$ cat src/logic/atsc_pkg.sv
// constants, field layouts and state types for the trigger sequence control
package atsc_pkg;

  // ****************************************************************
  // register map (byte addresses on the bus)
  // ****************************************************************
  localparam logic [7:0] OFS_CFG1 = 8'h00;
  localparam logic [7:0] OFS_CFG2 = 8'h04;
  localparam logic [7:0] OFS_START = 8'h08;
  localparam logic [7:0] OFS_STATUS = 8'h0c;
  localparam logic [7:0] OFS_MASK = 8'h10;
  localparam logic [7:0] OFS_DIEN = 8'h14;
  localparam logic [7:0] OFS_PORT = 8'h18;

  // ****************************************************************
  // field positions and reset values
  // ****************************************************************
  localparam int CH_NUM = 8;
  localparam int CH_W = 3;
  localparam int CFG1_SRC_BIT = 7;
  localparam int CFG2_SCAN_BIT = 0;
  localparam int CFG2_IRQEN_BIT = 1;
  localparam int CFG2_ETRIG_BIT = 2;
  localparam int CFG2_LVL_BIT = 3;
  localparam int CFG2_POL_BIT = 4;
  localparam int CFG2_WAIT_BIT = 6;
  localparam int CFG2_PWR_BIT = 7;
  localparam int START_FIRST_LSB = 4;
  localparam int START_MULT_BIT = 7;
  localparam int ST_DONE_BIT = 0;
  localparam int ST_OVR_BIT = 1;
  localparam int ST_DISC_BIT = 2;
  localparam int ST_BUSY_BIT = 16;
  localparam int ST_FLAGS_LSB = 8;
  localparam int EVT_W = 3;
  localparam logic [2:0] TRIG_CH_RST = 3'h7;
  localparam logic [7:0] START_RST = 8'h00;
  localparam logic [7:0] DIEN_RST = 8'h00;
  localparam logic [EVT_W-1:0] MASK_RST = 3'h0;

  // ****************************************************************
  // timing: one conversion, in bus clock cycles
  // ****************************************************************
  localparam int CONV_CYCLES = 16;
  localparam int CNT_W = 16;

  // ****************************************************************
  // types
  // ****************************************************************
  typedef enum logic [1:0] {
    FSM_IDLE = 2'b00,
    FSM_CONV = 2'b01,
    FSM_HOLD = 2'b11
  } atsc_fsm_type;

  typedef struct packed {
    logic trig_source_select;
    logic [2:0] trig_channel_select;
  } atsc_cfg1_type;

  typedef struct packed {
    logic power_up_bit;
    logic wait_halt_bit;
    logic trig_polarity;
    logic trig_level_select;
    logic ext_trig_on;
    logic seq_done_irq_enable;
    logic scan_on;
  } atsc_cfg2_type;

  typedef struct packed {
    logic ack;
    logic [31:0] dat;
    atsc_cfg1_type cfg1;
    atsc_cfg2_type cfg2;
    logic [7:0] sequence_start_reg;
    logic [7:0] pin_buffer_enable;
    logic [EVT_W-1:0] status;
    logic [EVT_W-1:0] mask;
    logic [CH_NUM-1:0] conv_done_flag;
    logic [CH_NUM-1:0] pin_s1;
    logic [CH_NUM-1:0] pin_s2;
    logic ext_s1;
    logic ext_s2;
    logic trig_prev;
    atsc_fsm_type fsm;
    logic [CNT_W-1:0] cnt;
    logic [CH_W-1:0] idx;
    logic [CH_W-1:0] chan;
    logic resumed;
    logic active;
    logic done_pulse;
    logic irq;
  } atsc_state_type;

endpackage : atsc_pkg

$ cat src/logic/atsc_top.sv
// trigger and sequence control for an 8-channel converter, wishbone slave
//
// Notes on behaviour
// - trigger off, scan off: ignore trigger, one sequence per start, then stop
// - trigger off, scan on: ignore trigger, repeat sequences back to back
// - edge mode: one sequence per active edge; polarity 0 falling, 1 rising
// - level mode: convert continuously while trigger active; 0 low, 1 high
// - active edge while converting sets the trigger overrun flag
// - first conversion starts within one clock after the trigger is seen
// - trigger channel resets to 7 and is reassignable by configuration
// - with trigger enabled, a start register write launches nothing
// - level mode: trigger drop and return mid-sequence is no overrun
// - level mode: trigger still active at sequence end restarts at once
// - pads always feed converter; digital buffer gated per channel enable
// - stop mode halts conversion, leaving resumes; first result is suspect
// - wait mode halts when wait halt bit set; first result is suspect
// - power-up bit 0 aborts conversion; registers stay accessible
// - power-up bit resets to zero, block starts powered down
// - sequence complete interrupt gated by local enable and cpu mask
// - port bit reads pin if buffer on or pin is trigger, else 1
// - start register write clears done flags, clear beats a set
`timescale 1ns/100ps
`default_nettype none

module atsc_top #(
  parameter int CONV_CYCLES = atsc_pkg::CONV_CYCLES
) (
  // clock and reset
  input wire logic SYS_CLK,
  input wire logic RESET_N,
  // wishbone slave
  input wire logic WB_CYC_I,
  input wire logic WB_STB_I,
  input wire logic WB_WE_I,
  input wire logic [7:0] WB_ADR_I,
  input wire logic [3:0] WB_SEL_I,
  input wire logic [31:0] WB_DAT_I,
  output logic [31:0] WB_DAT_O,
  output logic WB_ACK_O,
  // pads and trigger
  input wire logic [7:0] ANALOG_PIN,
  input wire logic EXT_TRIG,
  output logic [7:0] DIG_BUF_EN,
  // low power modes and cpu interrupt mask
  input wire logic STOP_MODE,
  input wire logic WAIT_MODE,
  input wire logic CPU_IRQ_MASK,
  // converter sequencing and interrupt
  output logic CONV_ACTIVE,
  output logic [2:0] CONV_CHANNEL,
  output logic CONV_DONE,
  output logic IRQ
);

  // ****************************************************************
  // parameter check
  // ****************************************************************
  if (CONV_CYCLES < 1 || CONV_CYCLES >= (1 << atsc_pkg::CNT_W)) begin : g_chk
    $error("CONV_CYCLES out of range");
  end

  // pads, flags and channel fields are all sized for eight channels
  if (atsc_pkg::CH_NUM != 8 || atsc_pkg::CH_W != 3) begin : g_chk_ch
    $error("channel count does not match the pad ports");
  end

  localparam int CNT_LAST_I = CONV_CYCLES - 1;
  localparam logic [atsc_pkg::CNT_W-1:0] CNT_LAST =
    CNT_LAST_I[atsc_pkg::CNT_W-1:0];

  // ****************************************************************
  // state and decode signals
  // ****************************************************************
  atsc_pkg::atsc_state_type r;
  atsc_pkg::atsc_state_type n;

  logic acc;
  logic wr_fire;
  logic start_wr;
  logic trig_raw;
  logic trig_act;
  logic trig_edge;
  logic halt;
  logic launch;
  logic seq_end;
  logic overrun;
  logic discard;
  logic [atsc_pkg::EVT_W-1:0] ev_set;
  logic [atsc_pkg::EVT_W-1:0] w1c;
  logic [atsc_pkg::EVT_W-1:0] irq_en;
  logic [7:0] port_val;
  logic [31:0] rd;
  logic [atsc_pkg::CH_W-1:0] seq_last;
  logic [atsc_pkg::CH_W-1:0] first_ch;

  // ****************************************************************
  // next state
  // ****************************************************************
  always_comb begin
    n = r;
    n.done_pulse = 1'b0;
    launch = 1'b0;
    seq_end = 1'b0;
    overrun = 1'b0;
    discard = 1'b0;

    // ****************************************************************
    // synchronisers and trigger detection
    // ****************************************************************
    // pads and trigger pin cross in through two flops
    n.pin_s1 = ANALOG_PIN;
    n.pin_s2 = r.pin_s1;
    n.ext_s1 = EXT_TRIG;
    n.ext_s2 = r.ext_s1;

    // trigger source: selected pad, or the dedicated pin
    trig_raw = r.cfg1.trig_source_select ? r.ext_s2 :
      r.pin_s2[r.cfg1.trig_channel_select];
    n.trig_prev = trig_raw;
    trig_act = r.cfg2.trig_polarity ? trig_raw : ~trig_raw;
    trig_edge = r.cfg2.trig_polarity ? (trig_raw & ~r.trig_prev)
      : (~trig_raw & r.trig_prev);

    // halt freezes the counter instead of aborting the sequence
    halt = STOP_MODE | (WAIT_MODE & r.cfg2.wait_halt_bit);

    // ****************************************************************
    // wishbone handshake
    // ****************************************************************
    // ack one cycle after the request, write lands with ack
    acc = WB_CYC_I & WB_STB_I;
    n.ack = acc & ~r.ack;
    // every writable field sits in byte lane 0; the other lanes are ignored
    wr_fire = acc & WB_WE_I & r.ack & WB_SEL_I[0];
    start_wr = wr_fire & (WB_ADR_I == atsc_pkg::OFS_START);
    w1c = '0;

    // ****************************************************************
    // register writes
    // ****************************************************************
    if (wr_fire) begin
      case (WB_ADR_I)
        atsc_pkg::OFS_CFG1: begin
          n.cfg1.trig_source_select = WB_DAT_I[atsc_pkg::CFG1_SRC_BIT];
          n.cfg1.trig_channel_select = WB_DAT_I[2:0];
        end
        atsc_pkg::OFS_CFG2: begin
          n.cfg2.scan_on = WB_DAT_I[atsc_pkg::CFG2_SCAN_BIT];
          n.cfg2.seq_done_irq_enable = WB_DAT_I[atsc_pkg::CFG2_IRQEN_BIT];
          n.cfg2.ext_trig_on = WB_DAT_I[atsc_pkg::CFG2_ETRIG_BIT];
          n.cfg2.trig_level_select = WB_DAT_I[atsc_pkg::CFG2_LVL_BIT];
          n.cfg2.trig_polarity = WB_DAT_I[atsc_pkg::CFG2_POL_BIT];
          n.cfg2.wait_halt_bit = WB_DAT_I[atsc_pkg::CFG2_WAIT_BIT];
          n.cfg2.power_up_bit = WB_DAT_I[atsc_pkg::CFG2_PWR_BIT];
        end
        atsc_pkg::OFS_START: n.sequence_start_reg = WB_DAT_I[7:0];
        atsc_pkg::OFS_STATUS: w1c = WB_DAT_I[atsc_pkg::EVT_W-1:0];
        atsc_pkg::OFS_MASK: n.mask = WB_DAT_I[atsc_pkg::EVT_W-1:0];
        atsc_pkg::OFS_DIEN: n.pin_buffer_enable = WB_DAT_I[7:0];
        default: begin
        end
      endcase
    end

    // length and first channel take the value being written, if any
    seq_last = n.sequence_start_reg[atsc_pkg::CH_W-1:0];
    first_ch = n.sequence_start_reg[atsc_pkg::START_FIRST_LSB +: 3];

    // ****************************************************************
    // sequencer
    // ****************************************************************
    case (r.fsm)
      atsc_pkg::FSM_IDLE: begin
        if (r.cfg2.ext_trig_on && !halt) begin
          if (r.cfg2.trig_level_select) begin
            launch = trig_act;
          end else begin
            launch = trig_edge;
          end
        end
      end
      atsc_pkg::FSM_CONV: begin
        // edges never queue: one sequence runs at a time
        if (r.cfg2.ext_trig_on && !r.cfg2.trig_level_select && trig_edge) begin
          overrun = 1'b1;
        end
        if (halt) begin
          n.fsm = atsc_pkg::FSM_HOLD;
        end else if (r.cnt == CNT_LAST) begin
          n.cnt = '0;
          n.done_pulse = 1'b1;
          n.conv_done_flag[r.idx] = 1'b1;
          if (r.resumed) begin
            discard = 1'b1;
            n.resumed = 1'b0;
          end
          if (r.idx == seq_last) begin
            seq_end = 1'b1;
            if (r.cfg2.ext_trig_on) begin
              launch = r.cfg2.trig_level_select & trig_act;
            end else begin
              launch = r.cfg2.scan_on;
            end
            if (!launch) begin
              n.fsm = atsc_pkg::FSM_IDLE;
              n.active = 1'b0;
            end
          end else begin
            n.idx = r.idx + 3'h1;
            if (r.sequence_start_reg[atsc_pkg::START_MULT_BIT]) begin
              n.chan = r.chan + 3'h1;
            end
          end
        end else begin
          n.cnt = r.cnt + 16'h0001;
        end
      end
      atsc_pkg::FSM_HOLD: begin
        if (r.cfg2.ext_trig_on && !r.cfg2.trig_level_select && trig_edge) begin
          overrun = 1'b1;
        end
        if (!halt) begin
          // the analog side is still settling; flag the next result
          n.fsm = atsc_pkg::FSM_CONV;
          n.resumed = 1'b1;
        end
      end
      default: begin
        n.fsm = atsc_pkg::FSM_IDLE;
        n.active = 1'b0;
      end
    endcase

    // ****************************************************************
    // launch, abort and done flags
    // ****************************************************************
    // software start only while the trigger is off; restarts a sequence
    if (start_wr && !r.cfg2.ext_trig_on && !halt) begin
      launch = 1'b1;
    end

    if (launch) begin
      n.fsm = atsc_pkg::FSM_CONV;
      n.active = 1'b1;
      n.cnt = '0;
      n.idx = '0;
      n.chan = first_ch;
    end

    // powering down aborts whatever runs; registers keep working
    if (!n.cfg2.power_up_bit) begin
      n.fsm = atsc_pkg::FSM_IDLE;
      n.active = 1'b0;
      n.cnt = '0;
      n.idx = '0;
      n.resumed = 1'b0;
    end

    // a start write wipes every done flag, even one set this cycle
    if (start_wr) begin
      n.conv_done_flag = '0;
    end

    // ****************************************************************
    // events and interrupt
    // ****************************************************************
    // sticky events: a set in the clearing cycle survives
    ev_set = '0;
    ev_set[atsc_pkg::ST_DONE_BIT] = seq_end & r.cfg2.power_up_bit;
    ev_set[atsc_pkg::ST_OVR_BIT] = overrun & r.cfg2.power_up_bit;
    ev_set[atsc_pkg::ST_DISC_BIT] = discard & r.cfg2.power_up_bit;
    n.status = (r.status & ~w1c) | ev_set;

    // completion also needs its local enable; cpu mask blocks all
    irq_en = r.mask;
    irq_en[atsc_pkg::ST_DONE_BIT] = r.mask[atsc_pkg::ST_DONE_BIT]
      & r.cfg2.seq_done_irq_enable;
    n.irq = ~CPU_IRQ_MASK & (|(n.status & irq_en));

    // ****************************************************************
    // read path
    // ****************************************************************
    // a trigger pad reads its level even with its buffer off
    for (int i = 0; i < atsc_pkg::CH_NUM; i++) begin
      port_val[i] = (r.pin_buffer_enable[i] || (r.cfg2.ext_trig_on
        && !r.cfg1.trig_source_select
        && r.cfg1.trig_channel_select == i[2:0]))
        ? r.pin_s2[i] : 1'b1;
    end

    rd = '0;
    case (WB_ADR_I)
      atsc_pkg::OFS_CFG1: begin
        rd[atsc_pkg::CFG1_SRC_BIT] = r.cfg1.trig_source_select;
        rd[2:0] = r.cfg1.trig_channel_select;
      end
      atsc_pkg::OFS_CFG2: begin
        rd[atsc_pkg::CFG2_SCAN_BIT] = r.cfg2.scan_on;
        rd[atsc_pkg::CFG2_IRQEN_BIT] = r.cfg2.seq_done_irq_enable;
        rd[atsc_pkg::CFG2_ETRIG_BIT] = r.cfg2.ext_trig_on;
        rd[atsc_pkg::CFG2_LVL_BIT] = r.cfg2.trig_level_select;
        rd[atsc_pkg::CFG2_POL_BIT] = r.cfg2.trig_polarity;
        rd[atsc_pkg::CFG2_WAIT_BIT] = r.cfg2.wait_halt_bit;
        rd[atsc_pkg::CFG2_PWR_BIT] = r.cfg2.power_up_bit;
      end
      atsc_pkg::OFS_START: rd[7:0] = r.sequence_start_reg;
      atsc_pkg::OFS_STATUS: begin
        rd[atsc_pkg::EVT_W-1:0] = r.status;
        rd[atsc_pkg::ST_FLAGS_LSB +: 8] = r.conv_done_flag;
        rd[atsc_pkg::ST_BUSY_BIT] = r.active;
      end
      atsc_pkg::OFS_MASK: rd[atsc_pkg::EVT_W-1:0] = r.mask;
      atsc_pkg::OFS_DIEN: rd[7:0] = r.pin_buffer_enable;
      atsc_pkg::OFS_PORT: rd[7:0] = port_val;
      default: rd = '0;
    endcase
    // taken in the request cycle so the data stands with ack
    if (acc && !r.ack) begin
      n.dat = rd;
    end
  end

  // ****************************************************************
  // state register
  // ****************************************************************
  always_ff @(posedge SYS_CLK) begin
    if (!RESET_N) begin
      r.ack <= 1'b0;
      r.dat <= '0;
      r.cfg1.trig_source_select <= 1'b0;
      r.cfg1.trig_channel_select <= atsc_pkg::TRIG_CH_RST;
      // power-up bit clear: the converter leaves reset powered down
      r.cfg2 <= '0;
      r.sequence_start_reg <= atsc_pkg::START_RST;
      r.pin_buffer_enable <= atsc_pkg::DIEN_RST;
      r.status <= '0;
      r.mask <= atsc_pkg::MASK_RST;
      r.conv_done_flag <= '0;
      r.pin_s1 <= '0;
      r.pin_s2 <= '0;
      r.ext_s1 <= 1'b0;
      r.ext_s2 <= 1'b0;
      r.trig_prev <= 1'b0;
      r.fsm <= atsc_pkg::FSM_IDLE;
      r.cnt <= '0;
      r.idx <= '0;
      r.chan <= '0;
      r.resumed <= 1'b0;
      r.active <= 1'b0;
      r.done_pulse <= 1'b0;
      r.irq <= 1'b0;
    end else begin
      r <= n;
    end
  end

  // ****************************************************************
  // outputs, all straight from flops
  // ****************************************************************
  assign WB_ACK_O = r.ack;
  assign WB_DAT_O = r.dat;
  assign DIG_BUF_EN = r.pin_buffer_enable;
  assign CONV_ACTIVE = r.active;
  assign CONV_CHANNEL = r.chan;
  assign CONV_DONE = r.done_pulse;
  assign IRQ = r.irq;

endmodule : atsc_top

`default_nettype wire

$ cat config.mk
export PLATFORM = sky130hd
export DESIGN_NAME = atsc_top
export DESIGN_NICKNAME = d
export VERILOG_FILES = /design/src/logic/atsc_pkg.sv /design/src/logic/atsc_top.sv
export SDC_FILE = /design/constraint.sdc
export NUM_CORES = 1
export LEC_CHECK = 0
export ABC_AREA = 1
export BUFFER_PORTS_ARGS = -buffer_cell sky130_fd_sc_hd__buf_2
export CORE_MARGIN = 2
export CORE_UTILIZATION = 60
export CTS_BUF_LIST = sky130_fd_sc_hd__clkbuf_16
export CTS_CLUSTER_SIZE = 16
export DETAILED_ROUTE_END_ITERATION = 16
export PLACE_DENSITY_LB_ADDON = 0.05
export SYNTH_ARGS = -nofsm -noshare
export SYNTH_HDL_FRONTEND = slang
export SYNTH_SLANG_ARGS = --single-unit
$ cat constraint.sdc
create_clock -name SYS_CLK -period 5.2 [get_ports SYS_CLK]
set_input_delay 0.26 -clock SYS_CLK [delete_from_list [all_inputs] [get_ports SYS_CLK]]
set_output_delay 0.26 -clock SYS_CLK [all_outputs]
set_load 0.01 [all_outputs]
==> impl_metrics.yaml <==
place:
  hpwlAfterDp_mm: 9.51
  gp_congestion: 0.891
  place_inst: 880
  io_buffers: 65
clocking:
  cts_made_buffers: 9
  hold_buffers: 0
  clock_path_buffers: 2
  clk_pin_slew_worst_paths_ns: 0.07
  cts_sinks: 106
  h-tree-depth: 3
  cts_tree: "done"
  clock_latency_ns: 0.34
  cts_resized: 0
  post_cts_buffers: 0
  cts_root_buffer: "clkbuf_16"
sta:
  fin_crit_sh: 0.548
  rsz0062_at_grt: "no"
  maxSlewViolCount: 0
  hold_viol: 0
  setup_viol: 0
  slew_headroom: 0.517
  tightest_slew_ns: 0.722
  period_minus_slack_ns: 2.85
  setup-tns-final_ns: 0
  fin_skew_ns: 0.0102
  fmax_mhz: 351
route:
  wl_per_cell_um: 14.2
  via_count: 4903
  routed_wl_mm: 12.7
  remaining_drc_errors: 0
  ant_nets: 0
  via_per_inst: 5.47
  drt_first_pass_iters: 5
  drtIter0Drc: 277
finish:
  final_cell_mix: "142 x nand2_1, 106 x dfxtp_1, 97 x inv_1"
  final_common_cell: "nand2_1"
  instances_no_fill: 896
  antennaDiodeCount: 0
  layout.nets: 850
  synthToLayoutAreaGrowth_pct: 8.22
  drive_gt1_frac: 0.159
run_status:
  status: "complete, no violations"
pwr:
  power_density_mw_per_mm2: 275
  ir_worst_vdd_mv: 0.198
  leakage_nw: 2.61
floorplan:
  start_util: 0.618
  die_x_um: 98.8
  core_area_sq_mm: 0.00872
  core.rowCount: 34
  die-area_sq_mm: 0.00976
  die_h_um: 98.8
  ioPinCount: 108
logic_synthesis:
  synth_cell_types: 44
  synth_edf_count: 0
  synthFlopType: "dfxtp_1"
  yosysTopAreaCellShare: 0.394
  synthesis.area_sq_mm: 0.00539
  synth.area.top_cells: "dfxtp_1 39%, nand2_1 9.9%, inv_1 6.8%, buf_4 6.3%, a21oi_1 5.8%"
  synth_area_per_cell_sq_um: 7.18
  seq_area_frac_synth: 0.394
  synthArstFlopShare: 0
  postSynthCellCount: 751
  yosysTopAreaCell: "dfxtp_1"
  yosysWarnings: 0
  ys_seq_elements: 106
global_route:
  grt.overflow.total: 0
  antenna_found_initial: 0
  grt_pass1_vias: 4514
  grt_max_degree: 40
  grt_usage: 0.262
  grt_pass1_wl_mm: 20.8
critical_path:
  reg2reg_slack_ns: 2.35
  crit_arrival_ns: 3.08
  cp-start-kind: "flop"
  endpoint_kind: "flop"
  r2r-start: "r[27]$_SDFFE_PP0P_"
  max_stage_delay_ns: 0.62
  path_common_cell: "inv_1"
  worst_r2r_path_depth: 9
  crit_fanout: 12
  rr_endpoint: "r[7]$_SDFFE_PP0P_"
  path_class: "flop to flop"
  slowest_stage: "nor2_1"
  worstPathRequired_ns: 5.43
  path_cells: "inv_1, ha_1, inv_1, nor2_1, inv_1, nor2_1, nand2_1, xor2_1, nor2_2"
min_path:
  whs_endpoint: "IRQ$_SDFF_PN0_"
  hold_start: "CPU_IRQ_MASK"
  hold_path_depth: 2
  holdCritPathClass: "input port to flop"
job:
  drv_cap: 0
cell usage after synthesis, types with 2 or more instances:
cell type and n:
nor3_2 3, nor2_8 2, xor2_1 7, a31oi_1 3, inv_2 7, buf_4 45, nor2_4 3, a21oi_1 62
nor2_2 11, clkbuf_1 12, a221oi_1 6, nor2_1 76, nor4_1 3, a21oi_2 3, a211oi_1 5, buf_1 2
nand2_1 142, nand2_2 5, ha_1 6, o221ai_1 2, inv_1 97, nor3_1 12, o21ai_0 36, dfxtp_1 106
o31ai_1 4, nand3_4 4, nand4_1 13, nand3_1 55, o211ai_1 2, o22ai_1 3
logic make-up after synthesis:
| group | synth area share |
|---|---|
| simple gates | 0.287 |
| buf+inv | 0.151 |
| compound gates | 0.139 |
| flops | 0.394 |
| xor+xnor | 0.0130 |
| fa+ha+maj | 0.0139 |
| other cells | 0.000696 |
| mux | 0.00186 |
stage by stage:
stage | power [mW] | utilization | setup slack, ns | hold WS (ns) | instance area [sq um]
finish | 1.60 | 0.669 | 2.35 | 0.0636 | 5830
detailed placement | 0.909 | 0.632 | 2.45 | 0.397 | 5510
global route | 1.65 | 0.669 | 2.13 | 0.0497 | 5830
global placement | 0.907 | 0.632 | 2.46 | 0.393 | 5510
floorplan | 0.891 | - | 3.13 | 0.332 | 5440
CTS | 1.61 | 0.669 | 2.42 | 0.0558 | 5830
flip-flops by register name, summed over array words and instances, names as in the netlist, 2 cells and up:
register	count
WB_DAT_O	17
irq_en	2
r	63
n	9
DIG_BUF_EN	8
CONV_CHANNEL	3
report_power, final:
| group | total [mW] | internal (mW) | switching (mW) |
|---|---|---|---|
| Clock | 0.711 | 0.387 | 0.324 |
| Sequential | 0.823 | 0.820 | 0.00328 |
| Combinational | 0.0674 | 0.0202 | 0.0472 |
| Total | 1.60 | 1.23 | 0.375 |
critical path: cells and delay by family, from the launching register on:
kind | cells | cell delay [ns]
adder cells (fa/ha/maj) | 1 | 0.28
AND/OR/NAND/NOR | 4 | 1.36
flip-flops | 1 | 0.33
buffers and inverters | 3 | 0.55
XOR/XNOR | 1 | 0.22
worst max path at each step:
stage | startpoint | end | slack [ns] | cells after the start
after floorplan | r[10]$_SDFFE_PP0P_ | r[23]$_SDFFE_PP0P_ | 3.13 | 15
after global placement | WAIT_MODE | r[7]$_SDFFE_PP0P_ | 2.46 | 9
after detailed placement | r[27]$_SDFFE_PP0P_ | r[7]$_SDFFE_PP0P_ | 2.45 | 9
after CTS | WB_ACK_O$_SDFF_PN0_ | r[13]$_SDFFE_PP0P_ | 2.42 | 15
after global routing | r[27]$_SDFFE_PP0P_ | r[9]$_SDFFE_PP0P_ | 2.13 | 9
final | r[27]$_SDFFE_PP0P_ | r[7]$_SDFFE_PP0P_ | 2.35 | 9
per-layer routing:
| layer | vias up | global-route usage | routed length, um |
|---|---|---|---|
| met5 | - | 0 | 0 |
| met4 | 0 | 0.0854 | 195 |
| met3 | 18 | 0.0369 | 729 |
| met2 | 161 | 0.454 | 6200 |
| met1 | 2280 | 0.336 | 5580 |
| li1 | 2444 | - | - |
cell type report:
cell class	count	area, sq um
inverter	106	402
clock buffer	9	225
sequential	106	2120
clock inverter	7	92.6
tap	108	135
fill	781	2890
timing repair buffer	68	348
multi-input combinational	492	2510
(Power assumes the default switching activity.)
